--- config.mk ---
export PLATFORM = sky130hd
export DESIGN_NAME = charger_irq_ctrl
export DESIGN_NICKNAME = d
export VERILOG_FILES = /design/src/charger_irq_pkg.sv /design/src/fault_flag_latch.sv /design/src/irq_pulse_gen.sv /design/src/charger_irq_ctrl.sv
export SDC_FILE = /design/constraint.sdc
export NUM_CORES = 1
export LEC_CHECK = 0
export BUFFER_PORTS_ARGS = -buffer_cell sky130_fd_sc_hd__buf_2
export CORE_UTILIZATION = 45
export DETAILED_ROUTE_END_ITERATION = 8
export GPL_ROUTABILITY_DRIVEN = 0
export HOLD_SLACK_MARGIN = 0.05
export PLACE_DENSITY = 0.71
export RECOVER_POWER = 25
export SYNTH_ARGS = -nofsm -noshare
export SYNTH_HDL_FRONTEND = slang
export SYNTH_SLANG_ARGS = --single-unit
--- constraint.sdc ---
create_clock -name mclk -period 2.3 [get_ports mclk]
set_clock_uncertainty 0.05 [all_clocks]
set_input_delay 0.345 -clock mclk [delete_from_list [all_inputs] [get_ports mclk]]
set_output_delay 0.345 -clock mclk [all_outputs]
set_load 0.005 [all_outputs]
--- src/charger_irq_pkg.sv ---
package charger_irq_pkg;

  // Register addresses
  localparam logic [7:0] FAULT_FLAGS_SECONDARY_ADDR = 8'h27;
  localparam logic [7:0] EVENT_MASK_FIRST_ADDR = 8'h28;
  localparam logic [7:0] EVENT_MASK_SECOND_ADDR = 8'h29;

  // Reset values
  localparam logic [7:0] FAULT_FLAGS_RESET = 8'h00;
  localparam logic [7:0] EVENT_MASK_RESET = 8'h00;

  // Fault flag bit positions
  localparam int SYS_SHORT_BIT = 7;
  localparam int SYS_OVP_BIT = 6;
  localparam int REV_OVP_BIT = 5;
  localparam int REV_UVP_BIT = 4;
  localparam int THERM_SHUT_BIT = 2;
  localparam logic [7:0] FAULT_FLAGS_USED = 8'hf4;

  // Second mask writable bits, bits 5 and 3 reserved
  localparam logic [7:0] EVENT_MASK_SECOND_USED = 8'hd7;

  // Interrupt pulse width in ns and cycles at 25 MHz
  localparam int CLK_PERIOD_NS = 40;
  localparam int IRQ_PULSE_NS = 256000;
  localparam int IRQ_PULSE_CYCLES = IRQ_PULSE_NS / CLK_PERIOD_NS;

  // Fault condition inputs
  typedef struct packed {
    logic systemRailShort;
    logic systemRailOvervolt;
    logic reverseOutputOvervolt;
    logic reverseOutputUndervolt;
    logic dieThermalShutdown;
  } fault_cond_type;

  // Charger event strobes, one bit per mask position
  typedef struct packed {
    logic [7:0] firstGroup;
    logic [7:0] secondGroup;
  } charger_event_type;

  // Register access from the serial bus engine
  typedef struct packed {
    logic wrStb;
    logic rdStb;
    logic [7:0] addr;
    logic [7:0] wrData;
  } reg_access_type;

  // Pulse FSM states
  typedef enum logic [1:0] {
    PULSE_IDLE = 2'b00,
    PULSE_LOW = 2'b01,
    PULSE_GAP = 2'b11
  } pulse_state_type;

endpackage

--- src/fault_flag_latch.sv ---
`timescale 1ns/100ps
// Sticky fault flags, cleared on host read; a new event wins over the read
module fault_flag_latch
  import charger_irq_pkg::*;
(
  input wire logic mclk,
  input wire logic rst,
  input wire fault_cond_type faultCond,
  input wire logic clearOnRead,
  output logic [7:0] flags
);

  // ------------------------------------------------------------
  // State
  // ------------------------------------------------------------
  typedef struct packed {
    logic [7:0] flags;
    logic [4:0] prevCond;
  } latch_state_type;

  latch_state_type state_reg;
  latch_state_type state_next;
  logic [4:0] condVec; // Packed condition levels
  logic [7:0] setVec; // Rising edges mapped onto flag bits

  assign condVec = faultCond;
  assign flags = state_reg.flags;

  // Rising-edge detect and set/clear priority
  always_comb begin
    setVec = 8'h00;
    setVec[SYS_SHORT_BIT] = condVec[4] & ~state_reg.prevCond[4];
    setVec[SYS_OVP_BIT] = condVec[3] & ~state_reg.prevCond[3];
    setVec[REV_OVP_BIT] = condVec[2] & ~state_reg.prevCond[2];
    setVec[REV_UVP_BIT] = condVec[1] & ~state_reg.prevCond[1];
    setVec[THERM_SHUT_BIT] = condVec[0] & ~state_reg.prevCond[0];
    state_next = state_reg;
    state_next.prevCond = condVec;
    if (clearOnRead) begin
      state_next.flags = 8'h00;
    end
    state_next.flags = (state_next.flags | setVec) & FAULT_FLAGS_USED;
  end

  always_ff @(posedge mclk) begin
    if (rst) begin
      state_reg <= '0;
    end else begin
      state_reg <= state_next;
    end
  end

  a_flag_sticky: assert property (@(posedge mclk) disable iff (rst)
    (state_reg.flags[SYS_SHORT_BIT] && !clearOnRead) |=> state_reg.flags[SYS_SHORT_BIT])
    else $error("fault flag dropped without read");
  a_flag_set_wins: assert property (@(posedge mclk) disable iff (rst)
    (condVec[0] && !state_reg.prevCond[0]) |=> state_reg.flags[THERM_SHUT_BIT])
    else $error("thermal flag not set");
  a_flag_reserved: assert property (@(posedge mclk) disable iff (rst)
    (state_reg.flags & ~FAULT_FLAGS_USED) == 8'h00)
    else $error("reserved fault bit set");

endmodule

--- src/irq_pulse_gen.sv ---
`timescale 1ns/100ps
// Fixed-width active-low pulses; requests arriving during a pulse collapse into one pending flag
module irq_pulse_gen
  import charger_irq_pkg::*;
#(
  parameter int PULSE_CYCLES = IRQ_PULSE_CYCLES
)
(
  input wire logic mclk,
  input wire logic rst,
  input wire logic request,
  output logic irqN
);

  initial begin
    if (PULSE_CYCLES < 1 || PULSE_CYCLES > 65535) begin
      $error("pulse width out of range");
    end
  end

  // ------------------------------------------------------------
  // State
  // ------------------------------------------------------------
  typedef struct packed {
    pulse_state_type fsm;
    logic [15:0] count;
    logic pending;
    logic irqN;
  } pulse_reg_type;

  pulse_reg_type state_reg;
  pulse_reg_type state_next;

  assign irqN = state_reg.irqN;

  // Pulse sequencing: low for PULSE_CYCLES, then high through PULSE_GAP and PULSE_IDLE, at least two cycles
  always_comb begin
    state_next = state_reg;
    if (request) begin
      state_next.pending = 1'b1;
    end
    unique case (state_reg.fsm)
      PULSE_IDLE: begin
        if (request || state_reg.pending) begin
          state_next.fsm = PULSE_LOW;
          state_next.irqN = 1'b0;
          state_next.count = 16'(PULSE_CYCLES - 1);
          state_next.pending = 1'b0;
        end
      end
      PULSE_LOW: begin
        if (state_reg.count == 16'h0000) begin
          state_next.fsm = PULSE_GAP;
          state_next.irqN = 1'b1;
        end else begin
          state_next.count = state_reg.count - 16'h0001;
        end
      end
      PULSE_GAP: begin
        state_next.fsm = PULSE_IDLE;
      end
      default: begin
        state_next.fsm = PULSE_IDLE;
        state_next.irqN = 1'b1;
      end
    endcase
  end

  always_ff @(posedge mclk) begin
    if (rst) begin
      state_reg <= '{fsm: PULSE_IDLE, count: 16'h0000, pending: 1'b0, irqN: 1'b1};
    end else begin
      state_reg <= state_next;
    end
  end

  a_pulse_start: assert property (@(posedge mclk) disable iff (rst)
    (request && state_reg.fsm == PULSE_IDLE) |=> !irqN)
    else $error("pulse did not start");
  a_pulse_end: assert property (@(posedge mclk) disable iff (rst)
    (state_reg.fsm == PULSE_LOW && state_reg.count == 16'h0000) |=> irqN)
    else $error("pulse did not end");
  c_pulse_seen: cover property (@(posedge mclk) disable iff (rst) $fell(irqN));

endmodule

--- src/charger_irq_ctrl.sv ---
`timescale 1ns/100ps
module charger_irq_ctrl
  import charger_irq_pkg::*;
#(
  parameter int PULSE_CYCLES = IRQ_PULSE_CYCLES
)
(
  input wire logic mclk,
  input wire logic rst,
  input wire logic regResetCmd,
  input wire reg_access_type regAccess,
  input wire fault_cond_type faultCondPin,
  input wire charger_event_type chargerEvent,
  output logic [7:0] rdData,
  output logic rdValid,
  output logic irqN
);

  // ------------------------------------------------------------
  // Input synchronisers for analog fault detectors
  // ------------------------------------------------------------
  fault_cond_type faultMeta_reg; // First stage, read only by second
  fault_cond_type faultSync_reg; // Second stage, safe to use

  // Two-flop synchroniser
  always_ff @(posedge mclk) begin
    if (rst) begin
      faultMeta_reg <= '0;
      faultSync_reg <= '0;
    end else begin
      faultMeta_reg <= faultCondPin;
      faultSync_reg <= faultMeta_reg;
    end
  end

  // ------------------------------------------------------------
  // Register state
  // ------------------------------------------------------------
  typedef struct packed {
    logic [7:0] maskFirst;
    logic [7:0] maskSecond;
    logic [7:0] rdData;
    logic rdValid;
    logic irqRequest;
  } ctrl_state_type;

  ctrl_state_type state_reg;
  ctrl_state_type state_next;
  logic [7:0] faultFlags; // Sticky fault flags
  logic faultRead; // Host reads the fault register
  logic [7:0] passFirst; // Unmasked first-group events
  logic [7:0] passSecond; // Unmasked second-group events

  // Address match helper
  function automatic logic hit(input reg_access_type acc, input logic [7:0] addr);
    return acc.addr == addr;
  endfunction

  assign faultRead = regAccess.rdStb && hit(regAccess, FAULT_FLAGS_SECONDARY_ADDR);

  // ------------------------------------------------------------
  // Fault flag register
  // ------------------------------------------------------------
  fault_flag_latch u_flags (
    .mclk(mclk),
    .rst(rst),
    .faultCond(faultSync_reg),
    .clearOnRead(faultRead),
    .flags(faultFlags)
  );

  // ------------------------------------------------------------
  // Event masking
  // ------------------------------------------------------------
  // Bit k of each event group is gated by bit k of its mask
  always_comb begin
    passFirst = chargerEvent.firstGroup & ~state_reg.maskFirst;
    // Watchdog, weak source, power good and presence bits
    passSecond = chargerEvent.secondGroup & ~state_reg.maskSecond
      & EVENT_MASK_SECOND_USED;
  end

  // ------------------------------------------------------------
  // Register file and read path
  // ------------------------------------------------------------
  // Writes, reads and interrupt request
  always_comb begin
    state_next = state_reg;
    state_next.rdValid = regAccess.rdStb;
    state_next.irqRequest = |{passFirst, passSecond};
    // Host write to a mask register
    if (regAccess.wrStb) begin
      if (hit(regAccess, EVENT_MASK_FIRST_ADDR)) begin
        state_next.maskFirst = regAccess.wrData;
      end else if (hit(regAccess, EVENT_MASK_SECOND_ADDR)) begin
        state_next.maskSecond = regAccess.wrData & EVENT_MASK_SECOND_USED;
      end
    end
    // Register reset command clears both masks
    if (regResetCmd) begin
      state_next.maskFirst = EVENT_MASK_RESET;
      state_next.maskSecond = EVENT_MASK_RESET;
    end
    // Read mux, unmapped addresses return zero
    if (regAccess.rdStb) begin
      if (hit(regAccess, FAULT_FLAGS_SECONDARY_ADDR)) begin
        state_next.rdData = faultFlags;
      end else if (hit(regAccess, EVENT_MASK_FIRST_ADDR)) begin
        state_next.rdData = state_reg.maskFirst;
      end else if (hit(regAccess, EVENT_MASK_SECOND_ADDR)) begin
        state_next.rdData = state_reg.maskSecond;
      end else begin
        state_next.rdData = 8'h00;
      end
    end
  end

  // State register
  always_ff @(posedge mclk) begin
    if (rst) begin
      state_reg <= '{maskFirst: EVENT_MASK_RESET, maskSecond: EVENT_MASK_RESET,
                     rdData: 8'h00, rdValid: 1'b0, irqRequest: 1'b0};
    end else begin
      state_reg <= state_next;
    end
  end

  assign rdData = state_reg.rdData;
  assign rdValid = state_reg.rdValid;

  // ------------------------------------------------------------
  // Interrupt pulse output
  // ------------------------------------------------------------
  irq_pulse_gen #(
    .PULSE_CYCLES(PULSE_CYCLES)
  ) u_pulse (
    .mclk(mclk),
    .rst(rst),
    .request(state_reg.irqRequest),
    .irqN(irqN)
  );

  // ------------------------------------------------------------
  // Checks
  // ------------------------------------------------------------
  a_mask_blocks: assert property (@(posedge mclk) disable iff (rst)
    (chargerEvent.firstGroup != 8'h00 && (chargerEvent.firstGroup & ~state_reg.maskFirst) == 8'h00
     && (chargerEvent.secondGroup & ~state_reg.maskSecond & EVENT_MASK_SECOND_USED) == 8'h00)
    |=> !state_reg.irqRequest)
    else $error("masked event raised request");
  a_mask_passes: assert property (@(posedge mclk) disable iff (rst)
    ((chargerEvent.firstGroup & ~state_reg.maskFirst) != 8'h00) |=> state_reg.irqRequest)
    else $error("unmasked event lost");
  a_mask_reset: assert property (@(posedge mclk) disable iff (rst)
    regResetCmd |=> (state_reg.maskFirst == 8'h00 && state_reg.maskSecond == 8'h00))
    else $error("register reset missed masks");
  a_reserved_zero: assert property (@(posedge mclk) disable iff (rst)
    (state_reg.maskSecond & ~EVENT_MASK_SECOND_USED) == 8'h00)
    else $error("reserved mask bit set");
  a_read_fault: assert property (@(posedge mclk) disable iff (rst)
    faultRead |=> (rdValid && rdData == $past(faultFlags)))
    else $error("fault read data wrong");
  a_mask_write: assert property (@(posedge mclk) disable iff (rst)
    (regAccess.wrStb && hit(regAccess, EVENT_MASK_FIRST_ADDR) && !regResetCmd)
    |=> state_reg.maskFirst == $past(regAccess.wrData))
    else $error("first mask write lost");
  c_fault_read: cover property (@(posedge mclk) disable iff (rst) faultRead && faultFlags != 8'h00);
  c_mask_write: cover property (@(posedge mclk) disable iff (rst)
    regAccess.wrStb && hit(regAccess, EVENT_MASK_SECOND_ADDR));
  c_irq_req: cover property (@(posedge mclk) disable iff (rst) state_reg.irqRequest);

endmodule

# [Word level (Yosys, flattened, before mapping)]
# Index checks and enable logic that the tools add are counted.
[totals] register_bits=67 in_bits=42
[op_classes] n_addsub=1 eq_ne=8 muxes=13 bitwise_logic=17 n_reduce_logical=12
[op_table] cell="8-bit 2-to-1 mux" n=4
[op_table] cell="16-bit case mux with 2 select lines" n=1
[op_table] cell="8-bit by 6-bit == test with 1-bit output (second input constant)" n=3
[op_table] cell="20-bit 2-to-1 mux" n=1
[op_table] cell="8-bit bitwise AND" n=2
[op_table] cell="16-bit logical NOT" n=1
[op_table] cell="16-bit 2-to-1 mux" n=1
[op_table] cell="8-bit inverter" n=2
[op_table] cell="16-bit by 1-bit subtractor with 16-bit output (second input constant)" n=1
[op_table] cell="14-bit OR reduction" n=1
[op_table] cell="3-bit AND reduction" n=3
[op_table] cell="8-bit OR" n=1
[op_table] cell="1-bit inverter" n=7
[op_table] cell="1-bit bitwise AND" n=5
[op_table] cell="2-bit by 1-bit inequality test with 1-bit output (second input constant)" n=2
[op_table] cell="2-bit case mux with 2 select lines" n=1
[op_table] cell="2-bit AND reduction" n=2
[op_table] cell="1-bit 2-to-1 mux" n=3
[op_table] cell="1-bit case mux with 3 select lines" n=1
[op_table] cell="2-bit by 1-bit == test with 1-bit output (second input constant)" n=1
[op_table] cell="2-bit == test (second input constant)" n=1
[op_table] cell="2-bit logical NOT" n=1
[op_table] cell="2-bit 2-to-1 mux" n=1
[op_table] cell="2-bit inequality test (second input constant)" n=1
[op_table] cell="other kinds (4)" n=4

# [Depth between registers and ports, before layout]
[depth] ltp_word=4 ltp_mapped=8 ltp_nobuf=7

# [Cells and area by module]
# A second synthesis with hierarchy kept.
[hier_totals] cells_unflattened=318 hier_area_um2=2865.2
[by_module_without_submodules] mod="charger_irq_ctrl" instances=1 cells_each=161 area_each_um2=1478.9 seq_area_each_um2=680.7
[by_module_without_submodules] mod="irq_pulse_gen" instances=1 cells_each=117 area_each_um2=994.7 seq_area_each_um2=400.4
[by_module_without_submodules] mod="fault_flag_latch" instances=1 cells_each=40 area_each_um2=391.6 seq_area_each_um2=200.2

# [Worst setup path after synthesis]
# Ideal clock, no wire load.
[synth_timing] path_kind="flip-flop to flip-flop" start="register u_pulse.state_reg[3] in the netlist's numbering" end="register u_pulse.state_reg[10] in the netlist's numbering" setup_time_ns=0.059 arrival_ns=1.681 setup_slack_ns=0.510 stages_incl_launch_ff=8 n_path_buf=0 period_less_slack_ns=1.790 path_cell_list="dfxtp_1 -> inv_1 -> ha_1 -> nor3b_2 -> nand2_1 -> or3_1 -> or4_1 -> nand2_1"
[synth_via] elab_chain_len=3 word_cells_on_any_way=6 cone_classes="1 x add/sub; 1 x eq/ne; 2 x mux; 2 x reduce/logical"
[synth_rtl] item="from (decl)" line_no="irq_pulse_gen.sv:31" source="pulse_reg_type state_reg;"
[synth_rtl] item="from (signal assigned)" line_no="irq_pulse_gen.sv:71" source="state_reg <= '{fsm: PULSE_IDLE, count: 16'h0000, pending: 1'b0, irqN: 1'b1};"
[synth_rtl] item="from (signal assigned)" line_no="irq_pulse_gen.sv:73" source="state_reg <= state_next;"
[synth_rtl] item="16-bit by 1-bit subtractor with 16-bit output / 16-bit logical NOT (equally long branches)" line_no="irq_pulse_gen.sv:56, irq_pulse_gen.sv:52"
[synth_rtl] item="16-bit 2-to-1 mux / 2-bit inequality test (equally long branches)"
[synth_rtl] item="16-bit case mux with 2 select lines / 3-bit AND reduction (equally long branches)"
# Several ways; a longest one is shown, not always the timed one. The select of a mux whose other input is x is not followed.
# A chain may end at the register's enable or synchronous reset.

==> flow_summary.yaml <==
global_route:
  gr-max-usage-layer: "met2"
  grt_usage_pct: 19.1
  globalRouteMet2Util_pct: 33.2
  grt.met3_usage_pct: 6.40
  grt_max_degree: 33
  overflow: 0
  grt_pass1_vias: 2166
  grt_pass1_wl_mm: 9.44
  grtUsageMet1_pct: 22.0
  grt_antenna_before_repair: 0
layout:
  final_cell_mix: "64 x dfxtp_1, 48 x buf_2, 35 x nor2_1"
  nets: 394
  instances_no_fill: 431
  diodes: 0
  final_common_cell: "dfxtp_1"
  largest_reg_flops: 19
  syn2layout_area_growth_pct: 16.7
  drive_gt1_share_pct: 23.0
sta:
  fin_ws_ns: 0.283
  hold_ws_ns: 0.155
  maxSlewViolCount: 0
  post-route-min-period_ns: 2.02
  rsz0062_at_grt: "false"
  worst_pin_slew_ns: 1.31
  final.setup.tns_ns: 0
  period_share_pct: 87.7
  setup_viol: 0
  slew_headroom_pct: 12.5
  fmax_ghz: 0.496
  finalHoldViolCount: 0
power:
  power.share.clock_pct: 42.0
  p_leak_nw: 1.40
  seqPwrFrac_pct: 46.5
  ir_worst_vdd_uv: 420
  comb_power_share_pct: 11.5
  p_sw_share_pct: 26.2
  internal-power_mw: 1.91
  power_density_nw_per_um2: 796
  power_mw: 2.59
  p_switching_mw: 0.679
clock_network:
  postCtsSetupRepairBufs: 0
  clk_pin_slew_ns: 0.08
  cts_tree: "built"
  cts-buffers-inserted: 9
  clock_latency_ns: 0.34
  post_cts_resized: 0
  root_buffer: "clkbuf_8"
  cts_max_path_buffers: 2
  clock-sinks: 64
  cts_max_level: 3
  hold_buffers: 0
logic_synthesis:
  synth.top_cell.area_share_pct: 45.9
  syn_area_um2: 2790
  synth_fa_ha_area_share_pct: 0.448
  synthArstFlopShare_pct: 0
  synth_seq_cells: 64
  synth_area_leaders: "dfxtp_1 46%, mux2i_1 6.1%, nor2b_1 5.6%"
  synth_top_family_by_area: "simple AND/OR/NAND/NOR gates"
  synthSimpleGateAreaFrac_pct: 24.0
  synth_warnings: 0
  synthMuxAreaShare_pct: 6.10
  synth_edf_count: 0
  ys_seq_area_share_pct: 45.9
  synth_nets: 353
  syn_avg_cell_area_um2: 9.00
  synth_top_cell_by_area: "dfxtp_1"
  synthCells: 310
  synth_xor_area_share_pct: 0
  synth_compound_area_share_pct: 16.1
  ys_types: 52
  ys.flop_type: "dfxtp_1"
place:
  post-place-ws_ns: 0.180
  dp_hpwl_mm: 4.00
  portBuffers: 49
  placed_cells: 415
setup_path:
  ff2ff_path_depth: 7
  worst_path_most_repeated_cell: "clkbuf_1"
  slowest_stage: "clkbuf_1"
  path_max_fanout: 32
  cp_num_cells: 4
  slowest_delay_ns: 1.03
  critPathKind: "input pin to flip-flop"
  cp_data_required_time_ns: 2.48
  path_delay_family: "buffers and inverters"
  crit_buf_inv: 2
  cp.arrival_ns: 2.20
  cp_cell_sequence: "clkbuf_1 -> clkbuf_1 -> a31oi_1 -> a21boi_2"
  end_kind: "flip-flop"
  start_kind: "input pin"
floorplan:
  fp.coreArea_um2: 5960
  initial_core_util_pct: 46.8
  die_y_um: 80.7
  rows: 28
  dieArea_um2: 6520
  io_pins: 52
  dieWidth_um: 80.7
drt:
  avgViaCountPerCell: 5.40
  routed_wl_mm: 5.66
  vias: 2329
  drc: 0
  wl_per_cell_um: 13.1
  ant_nets: 0
  drt-initial-drc-count: 74
  dr.pass1.iters: 4
worst_hold_path:
  hold_path_class: "input pin to flip-flop"
  whs_path_depth: 2
run_status:
  status: "finished clean"
run:
  max_cap_violations: 0
## final cells by class
| type | instances | area, um^2 |
|---|---|---|
| Fill cell | 566 | 2700 |
| Multi-Input combinational cell | 203 | 1310 |
| Sequential cell | 64 | 1280 |
| Timing Repair Buffer | 52 | 263 |
| Clock buffer | 9 | 124 |
| Clock inverter | 7 | 104 |
| Tap cell | 75 | 93.8 |
| Inverter | 21 | 78.8 |
## cell families (layout without fill, tap and decap cells)
kind of cell / Yosys count / in the layout
AO/OA/AOI/OAI: 67 / 67
flip-flops: 64 / 64
buffers and inverters: 43 / 89
adder cells (fa/ha/maj): 1 / 1
multiplexers: 17 / 17
AND/OR/NAND/NOR: 118 / 118
## synth_stat cells (2+ instances only)
| library cell | count |
|---|---|
| dfxtp_1 | 64 |
| nor2_1 | 35 |
| nor2b_1 | 25 |
| inv_1 | 21 |
| a21oi_1 | 18 |
| mux2i_1 | 17 |
| nand2_1 | 15 |
| clkbuf_1 | 10 |
| buf_4 | 9 |
| o21ai_0 | 9 |
| a31oi_1 | 8 |
| nor3_1 | 7 |
| nand2b_1 | 6 |
| o22ai_1 | 5 |
| o31ai_1 | 5 |
| nand4_1 | 4 |
| a2111oi_0 | 3 |
| a311oi_1 | 3 |
| or3_1 | 3 |
| or4_1 | 3 |
| a211oi_1 | 2 |
| a21boi_2 | 2 |
| a21o_1 | 2 |
| a21oi_2 | 2 |
| a221oi_1 | 2 |
| buf_2 | 2 |
| nand3b_1 | 2 |
| nor4_1 | 2 |
## metal layers
| metal | vias up | routed length (um) | part of all wire [%] |
|---|---|---|---|
| met5 | - | 0 | 0 |
| met4 | 0 | 71 | 1.3 |
| met3 | 10 | 274 | 4.8 |
| met2 | 59 | 2740 | 48 |
| met1 | 1100 | 2570 | 45 |
| li1 | 1160 | - | - |
## path summary, 6_finish.rpt
check / start / end / slack (ns)
worst max register to register: u_pulse.state_reg[3] / u_pulse.state_reg[4] / 0.28
worst min register to register: faultMeta_reg[3] / faultSync_reg[3] / 0.39
worst max-delay path: rst / u_pulse.state_reg[4] / 0.28
worst min-delay path: faultCondPin[3] / faultMeta_reg[3] / 0.16
## power by group through the flow
| stage | logic, mW | clock network (mW) | registers [mW] |
|---|---|---|---|
| finish | 0.298 | 1.09 | 1.21 |
| global route | 0.336 | 1.16 | 1.21 |
| CTS | 0.296 | 1.11 | 1.20 |
| detailed placement | 0.295 | 0 | 1.23 |
| global placement | 0.287 | 0 | 1.23 |
| floorplan | 0.223 | 0 | 1.22 |
## metrics by stage
stage | utilization [%] | area (um^2)
finish | 54.7 | 3260
floorplan | - | 2790
global placement | 50.8 | 3030
global route | 54.7 | 3260
detailed placement | 50.8 | 3030
CTS | 54.6 | 3250
No activity file was read; power rests on OpenSTA's default activity.
